==> src/inc/sdpm_pkg.sv <==
package sdpm_pkg;

  // Register byte addresses
  localparam logic [7:0] ADDR_CTRL       = 8'h00;
  localparam logic [7:0] ADDR_THERM_WARN = 8'h04;
  localparam logic [7:0] ADDR_THERM_TRIP = 8'h08;
  localparam logic [7:0] ADDR_RATED_CUR  = 8'h0c;
  localparam logic [7:0] ADDR_MAX_CUR    = 8'h10;
  localparam logic [7:0] ADDR_ENC_CPR    = 8'h14;
  localparam logic [7:0] ADDR_MARK_PITCH = 8'h18;
  localparam logic [7:0] ADDR_MAX_SPEED  = 8'h1c;
  localparam logic [7:0] ADDR_FOLLOW_THR = 8'h20;
  localparam logic [7:0] ADDR_POLE_PAIRS = 8'h24;
  localparam logic [7:0] ADDR_STATUS     = 8'h28;
  localparam logic [7:0] ADDR_I2T_LEVEL  = 8'h2c;
  localparam logic [7:0] ADDR_DISP_SPEED = 8'h30;

  // Control register fields
  localparam int CTRL_OC_LIMIT  = 0;
  localparam int CTRL_FOLLOW_REL = 1;
  localparam int CTRL_UV_RELAY  = 2;
  localparam int CTRL_CLEAR     = 3;
  localparam int CTRL_PTC       = 4;

  // Reset values
  localparam logic [4:0]  CTRL_RST       = 5'h00;
  localparam logic [15:0] THERM_WARN_RST = 16'h0ce4;
  localparam logic [15:0] THERM_TRIP_RST = 16'h0ce4;
  localparam logic [7:0]  RATED_CUR_RST  = 8'h32;
  localparam logic [7:0]  MAX_CUR_RST    = 8'h64;
  localparam logic [15:0] ENC_CPR_RST    = 16'h0400;
  localparam logic [3:0]  MARK_PITCH_RST = 4'h1;
  localparam logic [15:0] MAX_SPEED_RST  = 16'h0bb8;
  localparam logic [31:0] FOLLOW_THR_RST = 32'h0000_1000;
  localparam logic [3:0]  POLE_PAIRS_RST = 4'h1;
  localparam logic [3:0]  PITCH_SINGLE   = 4'hf;

  // Timing
  localparam longint CLK_HZ         = 40000000;
  localparam int     I2T_TAU_S      = 4;
  localparam int     I2T_SHIFT      = 12;
  localparam int     CTRL_PERIOD_CYC = int'((I2T_TAU_S * CLK_HZ) >> I2T_SHIFT);
  localparam int     FUSE_TIME_MS   = 1000;
  localparam int     FUSE_PERIODS   = int'((longint'(FUSE_TIME_MS) * CLK_HZ)
                                           / (1000 * longint'(CTRL_PERIOD_CYC)));
  localparam int     FREQ_WIN_MS    = 40;
  localparam int     FREQ_WIN_CYC   = int'((longint'(FREQ_WIN_MS) * CLK_HZ) / 1000);
  localparam int     BLINK_BIT      = 7;
  // Warning level is 3.3/4 of the clamp level
  localparam logic [7:0] WARN_NUM   = 8'h21;
  localparam logic [7:0] WARN_DEN   = 8'h28;

  typedef struct packed {
    logic uv;
    logic follow;
    logic count;
    logic i2t;
    logic therm;
  } sdpm_fault_t;

  typedef struct packed {
    logic therm_warn;
    logic oc_blink;
    logic oc_clamp;
  } sdpm_ind_t;

endpackage : sdpm_pkg

==> src/verilog/sdpm_monitor.sv <==
`timescale 1ns/1ps
// Function
// - Thermal resistance reaching warning level lights over-temperature display, drive stays enabled.
// - Thermal resistance reaching trip level disables the drive output stage.
// - Two overcurrent modes: fusing disables the drive, limiting only clamps current.
// - Fusing: blink at warning level; still above after one second gives fault.
// - Both modes clamp output current to rated value once estimate reaches it.
// - Limiting: blink while estimate above warning level, no disable.
// - From zero at max current, blink starts after 3.3 s times ratio squared.
// - From zero at max current, clamp starts after 4 s times ratio squared.
// - Max current equal to rated current never raises the overcurrent fault.
// - Limit threshold percent is rated percent squared over 50.
// - Pulses between successive markers must equal resolution times marker pitch; pitch 15 requires every marker at the first marker's position.
// - Pulse rate reaching 1.5 times maximum encoder frequency is a counting fault.
// - A counting fault disables the drive at once.
// - Absolute mode faults when position error exceeds following threshold.
// - Relative mode faults when error minus model error exceeds threshold.
// - Displayed speed is pole pairs times mechanical speed.
// - Marker pitch 0 disables the marker check, keeping the frequency check.
// - Any fault disables; all but undervoltage open relay, undervoltage if configured.
module sdpm_monitor #(
  parameter int CTRL_PERIOD = sdpm_pkg::CTRL_PERIOD_CYC,
  parameter int FREQ_WIN    = sdpm_pkg::FREQ_WIN_CYC
) (
  input  wire logic               i_clock,
  input  wire logic               i_rst_n,
  input  wire logic [7:0]         i_addr,
  input  wire logic [31:0]        i_wdata,
  input  wire logic               i_wr,
  input  wire logic               i_rd,
  output logic [31:0]             o_rdata,
  input  wire logic [15:0]        i_therm_res,
  input  wire logic [7:0]         i_current_pct,
  input  wire logic               i_enc_step,
  input  wire logic               i_enc_dir,
  input  wire logic               i_enc_marker,
  input  wire logic signed [31:0] i_pos_err,
  input  wire logic signed [31:0] i_model_err,
  input  wire logic [15:0]        i_mech_speed,
  input  wire logic               i_undervolt,
  input  wire logic               i_fault_reset,
  output logic                    o_drive_enable,
  output logic                    o_drive_healthy_relay,
  output logic [7:0]              o_current_limit_pct,
  output logic [19:0]             o_disp_speed,
  output sdpm_pkg::sdpm_fault_t   o_faults,
  output sdpm_pkg::sdpm_ind_t     o_ind
);
  import sdpm_pkg::*;

  function automatic logic [31:0] abs32(input logic signed [31:0] v);
    abs32 = v[31] ? 32'(-v) : 32'(v);
  endfunction : abs32

  function automatic logic [15:0] sq8(input logic [7:0] v);
    sq8 = 16'(v) * 16'(v);
  endfunction : sq8

  logic [4:0]  ctrl_q;
  logic [15:0] therm_warn_q;
  logic [15:0] therm_trip_q;
  logic [7:0]  rated_q;
  logic [7:0]  max_cur_q;
  logic [15:0] cpr_q;
  logic [3:0]  pitch_q;
  logic [15:0] max_speed_q;
  logic [31:0] follow_thr_q;
  logic [3:0]  pole_pairs_q;
  sdpm_fault_t fault_q;
  sdpm_fault_t fault_set;
  logic        clear;

  // Register writes
  always_ff @(posedge i_clock)
  begin
    if (!i_rst_n)
    begin
      ctrl_q       <= CTRL_RST;
      therm_warn_q <= THERM_WARN_RST;
      therm_trip_q <= THERM_TRIP_RST;
      rated_q      <= RATED_CUR_RST;
      max_cur_q    <= MAX_CUR_RST;
      cpr_q        <= ENC_CPR_RST;
      pitch_q      <= MARK_PITCH_RST;
      max_speed_q  <= MAX_SPEED_RST;
      follow_thr_q <= FOLLOW_THR_RST;
      pole_pairs_q <= POLE_PAIRS_RST;
    end
    else
    begin
      ctrl_q[CTRL_CLEAR] <= 1'b0;
      if (i_wr)
      begin
        unique case (i_addr)
          ADDR_CTRL:       ctrl_q       <= i_wdata[4:0];
          ADDR_THERM_WARN: therm_warn_q <= i_wdata[15:0];
          ADDR_THERM_TRIP: therm_trip_q <= i_wdata[15:0];
          ADDR_RATED_CUR:  rated_q      <= i_wdata[7:0];
          ADDR_MAX_CUR:    max_cur_q    <= i_wdata[7:0];
          ADDR_ENC_CPR:    cpr_q        <= i_wdata[15:0];
          ADDR_MARK_PITCH: pitch_q      <= i_wdata[3:0];
          ADDR_MAX_SPEED:  max_speed_q  <= i_wdata[15:0];
          ADDR_FOLLOW_THR: follow_thr_q <= i_wdata;
          ADDR_POLE_PAIRS: pole_pairs_q <= i_wdata[3:0];
          default:         ;
        endcase
      end
    end
  end

  assign clear = i_fault_reset | ctrl_q[CTRL_CLEAR];

  // Control period tick
  logic [31:0] per_cnt_q;
  logic        tick;
  assign tick = (per_cnt_q == 32'(CTRL_PERIOD - 1));

  always_ff @(posedge i_clock)
  begin
    if (!i_rst_n)
      per_cnt_q <= 32'h0;
    else if (tick)
      per_cnt_q <= 32'h0;
    else
      per_cnt_q <= per_cnt_q + 32'h1;
  end

  // Thermal comparison
  logic therm_warn;
  logic therm_trip;
  always_comb
  begin
    if (ctrl_q[CTRL_PTC])
    begin
      therm_warn = i_therm_res >= therm_warn_q;
      therm_trip = i_therm_res >= therm_trip_q;
    end
    else
    begin
      therm_warn = i_therm_res <= therm_warn_q;
      therm_trip = i_therm_res <= therm_trip_q;
    end
  end

  logic therm_warn_q2;
  always_ff @(posedge i_clock)
  begin
    if (!i_rst_n)
      therm_warn_q2 <= 1'b0;
    else if (tick)
      therm_warn_q2 <= therm_warn;
  end

  // I2t integrator, first order with 4 s time constant
  logic [27:0] i2t_acc_q;
  logic [15:0] i2t_level;
  logic [15:0] rated_sq;
  logic        i2t_clamp;
  logic        i2t_warn;
  assign i2t_level = i2t_acc_q[27:12];
  assign rated_sq  = sq8(rated_q);
  assign i2t_clamp = i2t_level >= rated_sq;
  assign i2t_warn  = (24'(i2t_level) * 24'(WARN_DEN)) >= (24'(rated_sq) * 24'(WARN_NUM));

  always_ff @(posedge i_clock)
  begin
    if (!i_rst_n)
      i2t_acc_q <= 28'h0;
    else if (tick)
      i2t_acc_q <= i2t_acc_q + 28'(sq8(i_current_pct)) - 28'(i2t_acc_q >> I2T_SHIFT);
  end

  logic [10:0] fuse_cnt_q;
  logic        clamp_q;
  logic        blink_q;
  always_ff @(posedge i_clock)
  begin
    if (!i_rst_n)
    begin
      fuse_cnt_q <= 11'h0;
      clamp_q    <= 1'b0;
      blink_q    <= 1'b0;
    end
    else if (tick)
    begin
      clamp_q <= i2t_clamp;
      blink_q <= i2t_warn;
      if (!i2t_warn || ctrl_q[CTRL_OC_LIMIT])
        fuse_cnt_q <= 11'h0;
      else if (fuse_cnt_q != 11'(FUSE_PERIODS))
        fuse_cnt_q <= fuse_cnt_q + 11'h1;
      if (!i2t_warn)
        blink_q <= 1'b0;
    end
  end

  logic [7:0] blink_div_q;
  always_ff @(posedge i_clock)
  begin
    if (!i_rst_n)
      blink_div_q <= 8'h0;
    else if (tick)
      blink_div_q <= blink_div_q + 8'h1;
  end

  // Encoder position and marker check
  logic signed [31:0] enc_pos_q;
  logic signed [31:0] mark_pos_q;
  logic               mark_seen_q;
  logic [31:0]        expect_cnt;
  logic               mark_bad;
  logic signed [31:0] pos_next;
  assign pos_next   = i_enc_step ? (i_enc_dir ? enc_pos_q - 32'sh1 : enc_pos_q + 32'sh1)
                                 : enc_pos_q;
  assign expect_cnt = 32'(cpr_q) * 32'(pitch_q);
  always_comb
  begin
    if (pitch_q == PITCH_SINGLE)
      mark_bad = pos_next != mark_pos_q;
    else
      mark_bad = abs32(pos_next - mark_pos_q) != expect_cnt;
  end

  always_ff @(posedge i_clock)
  begin
    if (!i_rst_n)
    begin
      enc_pos_q   <= 32'sh0;
      mark_pos_q  <= 32'sh0;
      mark_seen_q <= 1'b0;
    end
    else
    begin
      enc_pos_q <= pos_next;
      if (clear || pitch_q == 4'h0)
        mark_seen_q <= 1'b0;
      else if (i_enc_marker)
      begin
        mark_seen_q <= 1'b1;
        if (pitch_q != PITCH_SINGLE || !mark_seen_q)
          mark_pos_q <= pos_next;
      end
    end
  end

  // Pulse frequency ceiling: window 40 ms gives limit cpr*rpm/1000
  logic [31:0] win_cnt_q;
  logic [31:0] win_pulses_q;
  logic [31:0] freq_limit;
  assign freq_limit = (32'(cpr_q) * 32'(max_speed_q)) / 32'd1000;

  always_ff @(posedge i_clock)
  begin
    if (!i_rst_n)
    begin
      win_cnt_q    <= 32'h0;
      win_pulses_q <= 32'h0;
    end
    else if (win_cnt_q == 32'(FREQ_WIN - 1))
    begin
      win_cnt_q    <= 32'h0;
      win_pulses_q <= 32'(i_enc_step);
    end
    else
    begin
      win_cnt_q    <= win_cnt_q + 32'h1;
      win_pulses_q <= win_pulses_q + 32'(i_enc_step);
    end
  end

  // Following error
  logic follow_bad;
  always_comb
  begin
    if (ctrl_q[CTRL_FOLLOW_REL])
      follow_bad = abs32(i_pos_err - i_model_err) > follow_thr_q;
    else
      follow_bad = abs32(i_pos_err) > follow_thr_q;
  end

  // Fault sources
  always_comb
  begin
    fault_set.therm  = tick & therm_trip;
    fault_set.i2t    = tick & i2t_warn & ~ctrl_q[CTRL_OC_LIMIT]
                     & (fuse_cnt_q == 11'(FUSE_PERIODS))
                     & (max_cur_q > rated_q);
    fault_set.count  = (i_enc_marker & mark_seen_q & (pitch_q != 4'h0) & mark_bad)
                     | (win_pulses_q >= freq_limit);
    fault_set.follow = tick & follow_bad;
    fault_set.uv     = i_undervolt;
  end

  always_ff @(posedge i_clock)
  begin
    if (!i_rst_n)
      fault_q <= '0;
    else
      fault_q <= fault_set | (clear ? '0 : fault_q);
  end

  // Speed display
  always_ff @(posedge i_clock)
  begin
    if (!i_rst_n)
      o_disp_speed <= 20'h0;
    else
      o_disp_speed <= 20'(i_mech_speed) * 20'(pole_pairs_q);
  end

  // Outputs
  assign o_faults              = fault_q;
  assign o_drive_enable        = fault_q == '0;
  assign o_drive_healthy_relay = ({fault_q.follow, fault_q.count, fault_q.i2t, fault_q.therm}
                                  == 4'h0) & ~(fault_q.uv & ctrl_q[CTRL_UV_RELAY]);
  assign o_current_limit_pct   = clamp_q ? rated_q : max_cur_q;
  assign o_ind.therm_warn      = therm_warn_q2;
  assign o_ind.oc_blink        = blink_q & blink_div_q[BLINK_BIT - 1];
  assign o_ind.oc_clamp        = clamp_q;

  // Register read, data one cycle later
  always_ff @(posedge i_clock)
  begin
    if (!i_rst_n)
      o_rdata <= 32'h0;
    else if (i_rd)
    begin
      unique case (i_addr)
        ADDR_CTRL:       o_rdata <= 32'(ctrl_q);
        ADDR_THERM_WARN: o_rdata <= 32'(therm_warn_q);
        ADDR_THERM_TRIP: o_rdata <= 32'(therm_trip_q);
        ADDR_RATED_CUR:  o_rdata <= 32'(rated_q);
        ADDR_MAX_CUR:    o_rdata <= 32'(max_cur_q);
        ADDR_ENC_CPR:    o_rdata <= 32'(cpr_q);
        ADDR_MARK_PITCH: o_rdata <= 32'(pitch_q);
        ADDR_MAX_SPEED:  o_rdata <= 32'(max_speed_q);
        ADDR_FOLLOW_THR: o_rdata <= follow_thr_q;
        ADDR_POLE_PAIRS: o_rdata <= 32'(pole_pairs_q);
        ADDR_STATUS:     o_rdata <= {24'h0, o_ind, fault_q};
        ADDR_I2T_LEVEL:  o_rdata <= 32'(i2t_level / 16'd50);
        ADDR_DISP_SPEED: o_rdata <= 32'(o_disp_speed);
        default:         o_rdata <= 32'h0;
      endcase
    end
    else
      o_rdata <= 32'h0;
  end

endmodule : sdpm_monitor

==> config.mk <==
export PLATFORM = sky130hd
export DESIGN_NAME = sdpm_monitor
export DESIGN_NICKNAME = d
export VERILOG_FILES = /design/src/inc/sdpm_pkg.sv /design/src/verilog/sdpm_monitor.sv
export SDC_FILE = /design/constraint.sdc
export NUM_CORES = 2
export LEC_CHECK = 0
export BUFFER_PORTS_ARGS = -buffer_cell sky130_fd_sc_hd__buf_2
export CELL_PAD_IN_SITES_DETAIL_PLACEMENT = 1
export CELL_PAD_IN_SITES_GLOBAL_PLACEMENT = 1
export CORE_MARGIN = 5
export CORE_UTILIZATION = 53
export CTS_CLUSTER_DIAMETER = 200
export DETAILED_ROUTE_END_ITERATION = 6
export MAX_ROUTING_LAYER = met4
export PLACE_DENSITY = 0.87
export SYNTH_ARGS = -nofsm -noshare
export SYNTH_HDL_FRONTEND = slang
export SYNTH_SLANG_ARGS = --single-unit
==> constraint.sdc <==
create_clock -name i_clock -period 38.8 [get_ports i_clock]
set_clock_uncertainty 0.05 [all_clocks]
set_input_delay 1.94 -clock i_clock [delete_from_list [all_inputs] [get_ports i_clock]]
set_output_delay 1.94 -clock i_clock [all_outputs]
set_load 0.1 [all_outputs]
* Word level (Yosys, flattened, before mapping)
Cells that the tools add are included.
** Operators by class
- Reduce and logical (&&, ||, !) cells :: 28
- $add $sub $neg :: 14
- Equality and inequality tests :: 20
- Bitwise logic cells :: 19
- Multiply operators :: 7
- Order comparisons :: 10
- Div/mod/pow operators :: 2
- Multiplexer cells :: 16
** Operators by type and width (number)
- 32-bit case mux with 13 select lines :: 1
- 32-bit 2-to-1 mux :: 5
- 32-bit negator :: 3
- 32-bit by 1-bit adder with 32-bit output, second input constant :: 2
- 32-bit greater-than comparator :: 2
- 32-bit subtractor :: 2
- 16-bit greater-or-equal comparator :: 3
- 8-bit by 6-bit equality test with 1-bit output, second input constant :: 5
- 16-bit by 4-bit multiplier with 20-bit output :: 2
- 32-bit by 1-bit adder with 32-bit output :: 1
- 32-bit by 2-bit adder with 32-bit output, second input constant :: 1
- 16-bit by 6-bit divider with 32-bit output, second input constant :: 1
- 32-bit by 10-bit divider with 32-bit output, second input constant :: 1
- 32-bit by 16-bit equality test with 1-bit output, second input constant :: 1
- 32-bit by 21-bit equality test with 1-bit output, second input constant :: 1
- 8-bit by 5-bit equality test with 1-bit output, second input constant :: 4
- 32-bit greater-or-equal comparator :: 1
- 16-bit less-or-equal comparator :: 2
- 16-bit by 16-bit multiplier with 32-bit output :: 1
- 8-bit by 8-bit multiplier with 16-bit output :: 2
- 32-bit by 20-bit != test with 1-bit output :: 1
- 32-bit != test :: 1
- 32-bit by 2-bit subtractor with 32-bit output, second input constant :: 1
- 28-bit by 16-bit adder with 28-bit output :: 1
- 31 further kinds :: 71
** Word-level totals
- Output and inout port bits :: 70
- Register bits after elaboration :: 393

* Longest topological paths before layout
- Depth after elaboration :: 11
- Mapped depth :: 124
- Depth with buffers taken out :: 109

* Least setup slack after synthesis
Ideal clock, no wire load.
- Kind :: register -> register
- Start :: register max_speed_q[3]
- End :: register fault_q, in the netlist o_faults[2]
- Stages on the path, launching flop included :: 115
- Clock period less this slack :: 23460 ps
- Arrival time :: 23295 ps
- Setup time :: 115 ps
- Required time :: 38635 ps
- Setup slack :: 15340 ps
- Cell sequence :: dfxtp_1 > clkbuf_1 > clkbuf_1 > nand2_1 > fa_1 > inv_1 > fa_1 > inv_1 > fa_1 > inv_1 > fa_1 > fa_1 > inv_1 > fa_1 > inv_1 > ha_1 > nand2_1 > or4_1 > (+79 left out) > nand2b_1 > a21oi_1 > nor2b_1 > o21ai_0 > nand2b_1 > a21oi_1 > nor2b_1 > o21ai_0 > nand2b_1 > a21oi_1 > nor2b_1 > o21ai_0 > nand2b_1 > a21oi_1 > nor2b_1 > o21ai_0 > nand4_1 > o21a_1
** Between the ends
- Cells in the longest elaborated chain, start to end :: 5
** RTL lines
- start: declaration :: line sdpm_monitor.sv:66 : logic [15:0] max_speed_q;
- start signal: assignment :: line sdpm_monitor.sv:102 : ADDR_MAX_SPEED: max_speed_q <= i_wdata[15:0];
- 16-bit by 16-bit multiplier with 32-bit output :: line sdpm_monitor.sv:250 : assign freq_limit = (32'(cpr_q) * 32'(max_speed_q)) / 32'd1000;
- 32-bit by 10-bit divider with 32-bit output :: line sdpm_monitor.sv:250
- 32-bit greater-or-equal comparator :: line sdpm_monitor.sv:289 : | (win_pulses_q >= freq_limit);
- 1-bit bitwise OR :: line sdpm_monitor.sv:289
- 5-bit bitwise OR :: line sdpm_monitor.sv:299 : fault_q <= fault_set | (clear ? '0 : fault_q);
- end signal: assignment :: line sdpm_monitor.sv:299
- end: declaration :: line sdpm_monitor.sv:69 : sdpm_fault_t fault_q;
Every way passes these cells.
A chain may end at the register's enable or synchronous reset.

* Worst setup path after layout
- Start :: register cpr_q[10]
- End :: register fault_q, in the netlist o_faults[2]
** Between the ends
- Cells in the longest elaborated chain, start to end :: 6
- Elaborated cells on any way between the ends :: 9
- Classes of those cells :: mul (2); div (1); order compare (1); eq/ne (1); mux (1); bitwise (3)
** RTL lines
- start: declaration :: line sdpm_monitor.sv:64 : logic [15:0] cpr_q;
- start signal: assignment :: line sdpm_monitor.sv:100 : ADDR_ENC_CPR: cpr_q <= i_wdata[15:0];
- parallel branches: the longest is 4 deep, another holds 16-bit by 16-bit multiplier with 32-bit output
- 1-bit bitwise OR * :: line sdpm_monitor.sv:289
- 5-bit bitwise OR * :: line sdpm_monitor.sv:299
Mark *: on every way between the ends.

==> reports/metrics.cfg <==
[detailed_routing]
routedWlPerCell_um=22.8
vias=49900
drt-initial-drc-count=3478
drc=0
drt-pass1-iter-count=6
routed_wl_um=184000
ant_nets=0
vias_per_cell=6.18

[flow_run]
maxCapViolCount=0

[critical_path]
cpMostUsedCell=o21ai_0
ff2ff_setup_slack_ps=9340
cp_data_arrival_time_ps=29990
endpoint_kind=flop
crit_fanout=22
cp_slowest_cell=dfxtp_1
worstSetupPathType=reg -> reg
setup.worst_path.end=o_faults[2]$_SDFF_PN0_
reg2reg_depth=102
cp.required_ps=39330
reg2reg_to=o_faults[2]$_SDFF_PN0_
cp-startpoint=cpr_q[10]$_SDFFE_PN1P_
crit_path_max_incr_delay_ps=1000
r2r_start=cpr_q[10]$_SDFFE_PN1P_
startpoint_type=flop

[power_and_ir_drop]
peakVddDrop_mv=0.0357
combPwrFrac_pct=50.4
totalPowerFinal_uw=1880
p_leak_uw=0.0260
swShare_pct=42.8
cellInternalPower_uw=1080
p_seq_share_pct=22.4
pwr-share-clk_pct=27.2
powerDensity_mw_per_mm2=33.3
netSwitchingPower_uw=805

[synth]
synthCells=6646
synth-main-ff-cell=dfxtp_1
synth_area_leader_cell=dfxtp_1
synthesis.area_sq_mm=0.0526
synth.avg_cell_area_sq_um=7.91
netlist-cell-type-count=144
synthArstFlopShare_pct=0
synth_top_area_share_pct=14.9
yosys_warnings=0
ys_top_cells_by_area=dfxtp_1, ha_1, fa_1
synth-edff-count=0
ys_ff_latch=392
syn-num-nets=7714
ys_seq_area_share_pct=14.9

[timing]
whs_ps=421
rsz0062_at_grt=false
worst_pin_slew_ps=1120
slew_viol_final=0
fin_crit_sh_pct=75.9
setup-tns-final_ps=0
hold_viol_final=0
slew_headroom_pct=24.8
fmax_mhz=33.9
fin_crit_ps=29460
setup_violations=0

[clocking]
cts_resized=0
hold_buffers=0
numCtsBuffers=51
clockBufferDepth=3
cts_tree=built
postCtsSetupRepairBufs=0
clk_pin_slew_ps=60
htreeDepth=2
root_buffer=clkbuf_16
cts_sinks=392
clock_latency_ps=690

[die]
core_sq_mm=0.0984
boundaryPins=223
row_count=115
start_util_pct=53.4
fp.dieH_um=325
die-area_sq_mm=0.106
die_w_um=325

[status]
status=finished clean

[layout]
multiInputGateArea_sq_mm=0.0411
regArea_sq_mm=0.00785
syn_to_final_growth_pct=7.44
num-fill-cells=12200
post-route-util_pct=57.4
drive_gt1_share_pct=7.30
design_area_sq_mm=0.0565
fin_nets=7780
final_common_cell=nand2_1
layout_common_cells=nand2_1, inv_1, ha_1

[global_routing]
grt_max_degree=102
grt_pass1_vias=53600
grt_usage_pct=34.7
antenna_found_initial=34
gr-total-overflow=0
grt_pass1_wl_um=291000

[place]
gp_congestion=0.921
dpl.hpwl_um=142000
placed_area_sq_mm=0.0547
port_buffers=222

[hold_path]
hold_class=reg -> reg

[synth_stat cells (12+ instances only)]
cell type and number:
nor2_1 397, a211oi_1 35, fa_1 334, nor4b_1 12
or2_2 18, or3_1 47, clkbuf_1 219, o21bai_1 109
and4_1 16, o21ai_1 28, a22oi_1 50, a21oi_1 378
xnor2_1 306, nand3_1 158, nor2b_1 103, a21boi_0 107
ha_1 581, dfxtp_1 392, a21o_1 137, o211a_1 45
nor3_1 115, mux2_2 19, o211ai_1 53, o2111ai_1 14
a22o_1 14, nand2b_1 69, nor4_1 45, nand2_1 741
a31oi_1 45, and3_1 74, and2_1 316, o21ai_0 216
o31ai_1 26, inv_1 703, or4_1 19, o21a_1 40
buf_2 20, nand4_1 81, a221oi_1 24, xor2_1 183
mux2i_1 42, o22ai_1 16
[registers in the layout, summed over array words and instances (netlist names), 5 cells and up]
name          count
enc_pos_q        32
follow_thr_q     32
mark_pos_q       32
o_rdata          32
per_cnt_q        32
win_cnt_q        32
win_pulses_q     32
i2t_acc_q        28
o_disp_speed     20
cpr_q            16
max_speed_q      16
therm_trip_q     16
therm_warn_q     16
fuse_cnt_q       11
max_cur_q         8
rated_q           8
blink_div_q       7
ctrl_q            5
o_faults          5
[critical path: cells and delay by family, from the launching register on]
| kind | cells | cell delay [ps] |
|---|---|---|
| fa+ha+maj | 8 | 4070 |
| mux | 3 | 1110 |
| simple gates | 43 | 11150 |
| flops | 1 | 1000 |
| compound gates | 43 | 11520 |
| buf+inv | 5 | 370 |
[per-layer routing]
| layer | vias up | part of all wire, % | track usage (%) |
|---|---|---|---|
| met5 | - | 0 | - |
| met4 | 0 | 5.1 | 16.2 |
| met3 | 509 | 6.8 | 5.76 |
| met2 | 1624 | 48 | 58.7 |
| met1 | 24700 | 40 | 40.3 |
| li1 | 23000 | - | - |
[logic make-up (layout without fill, tap and decap cells)]
family / after synthesis / count (layout) / synth area share [%]
AO/OA/AOI/OAI: 1534 / 1534 / 20.2
XOR/XNOR: 494 / 494 / 8.30
adder cells (fa/ha/maj): 927 / 927 / 26.8
buffers and inverters: 966 / 1074 / 7.06
flip-flops: 392 / 392 / 14.9
multiplexers: 65 / 65 / 1.35
other: 0 / 31 / 0
AND/OR/NAND/NOR: 2268 / 2268 / 21.4
[metrics by stage]
step           instances  setup slack, ps
2_1_floorplan       6646            15340
3_3_place_gp        7946            10860
3_5_place_dp        7946             9810
4_1_cts             8041             9690
5_1_grt             8066             6920
6_report            8072             9340
[power groups by stage]
stage	clock, uW	sequential, uW	combinational [uW]
after global routing	536	421	1050
after floorplan	0	433	711
after CTS	520	420	939
after detailed placement	0	429	921
final	511	420	949
after global placement	0	428	880
[how the worst min path moves through the flow]
stage / from / endpoint / slack (ps) / depth (start not counted)
CTS: i2t_acc_q[0]$_SDFFE_PN0P_ / i2t_acc_q[0]$_SDFFE_PN0P_ / 420 / 2
floorplan: blink_q$_SDFFE_PN0P_ / blink_q$_SDFFE_PN0P_ / 390 / 2
finish: follow_thr_q[31]$_SDFFE_PN0P_ / follow_thr_q[31]$_SDFFE_PN0P_ / 420 / 2
global placement: blink_q$_SDFFE_PN0P_ / blink_q$_SDFFE_PN0P_ / 400 / 2
global route: follow_thr_q[30]$_SDFFE_PN0P_ / follow_thr_q[30]$_SDFFE_PN0P_ / 450 / 2
detailed placement: blink_q$_SDFFE_PN0P_ / blink_q$_SDFFE_PN0P_ / 420 / 2
[final cells by class]
| type | instances | area share [%] |
|---|---|---|
| well taps | 1287 | 2.85 |
| flip-flops and latches | 392 | 13.9 |
| clock buffers | 72 | 2.65 |
| repair buffers | 269 | 2.61 |
| clock inverters | 23 | 0.478 |
| diodes | 31 | 0.137 |
| inverters | 710 | 4.72 |
| multi-input cells | 5288 | 72.7 |
No activity file was read; power rests on OpenSTA's default activity.
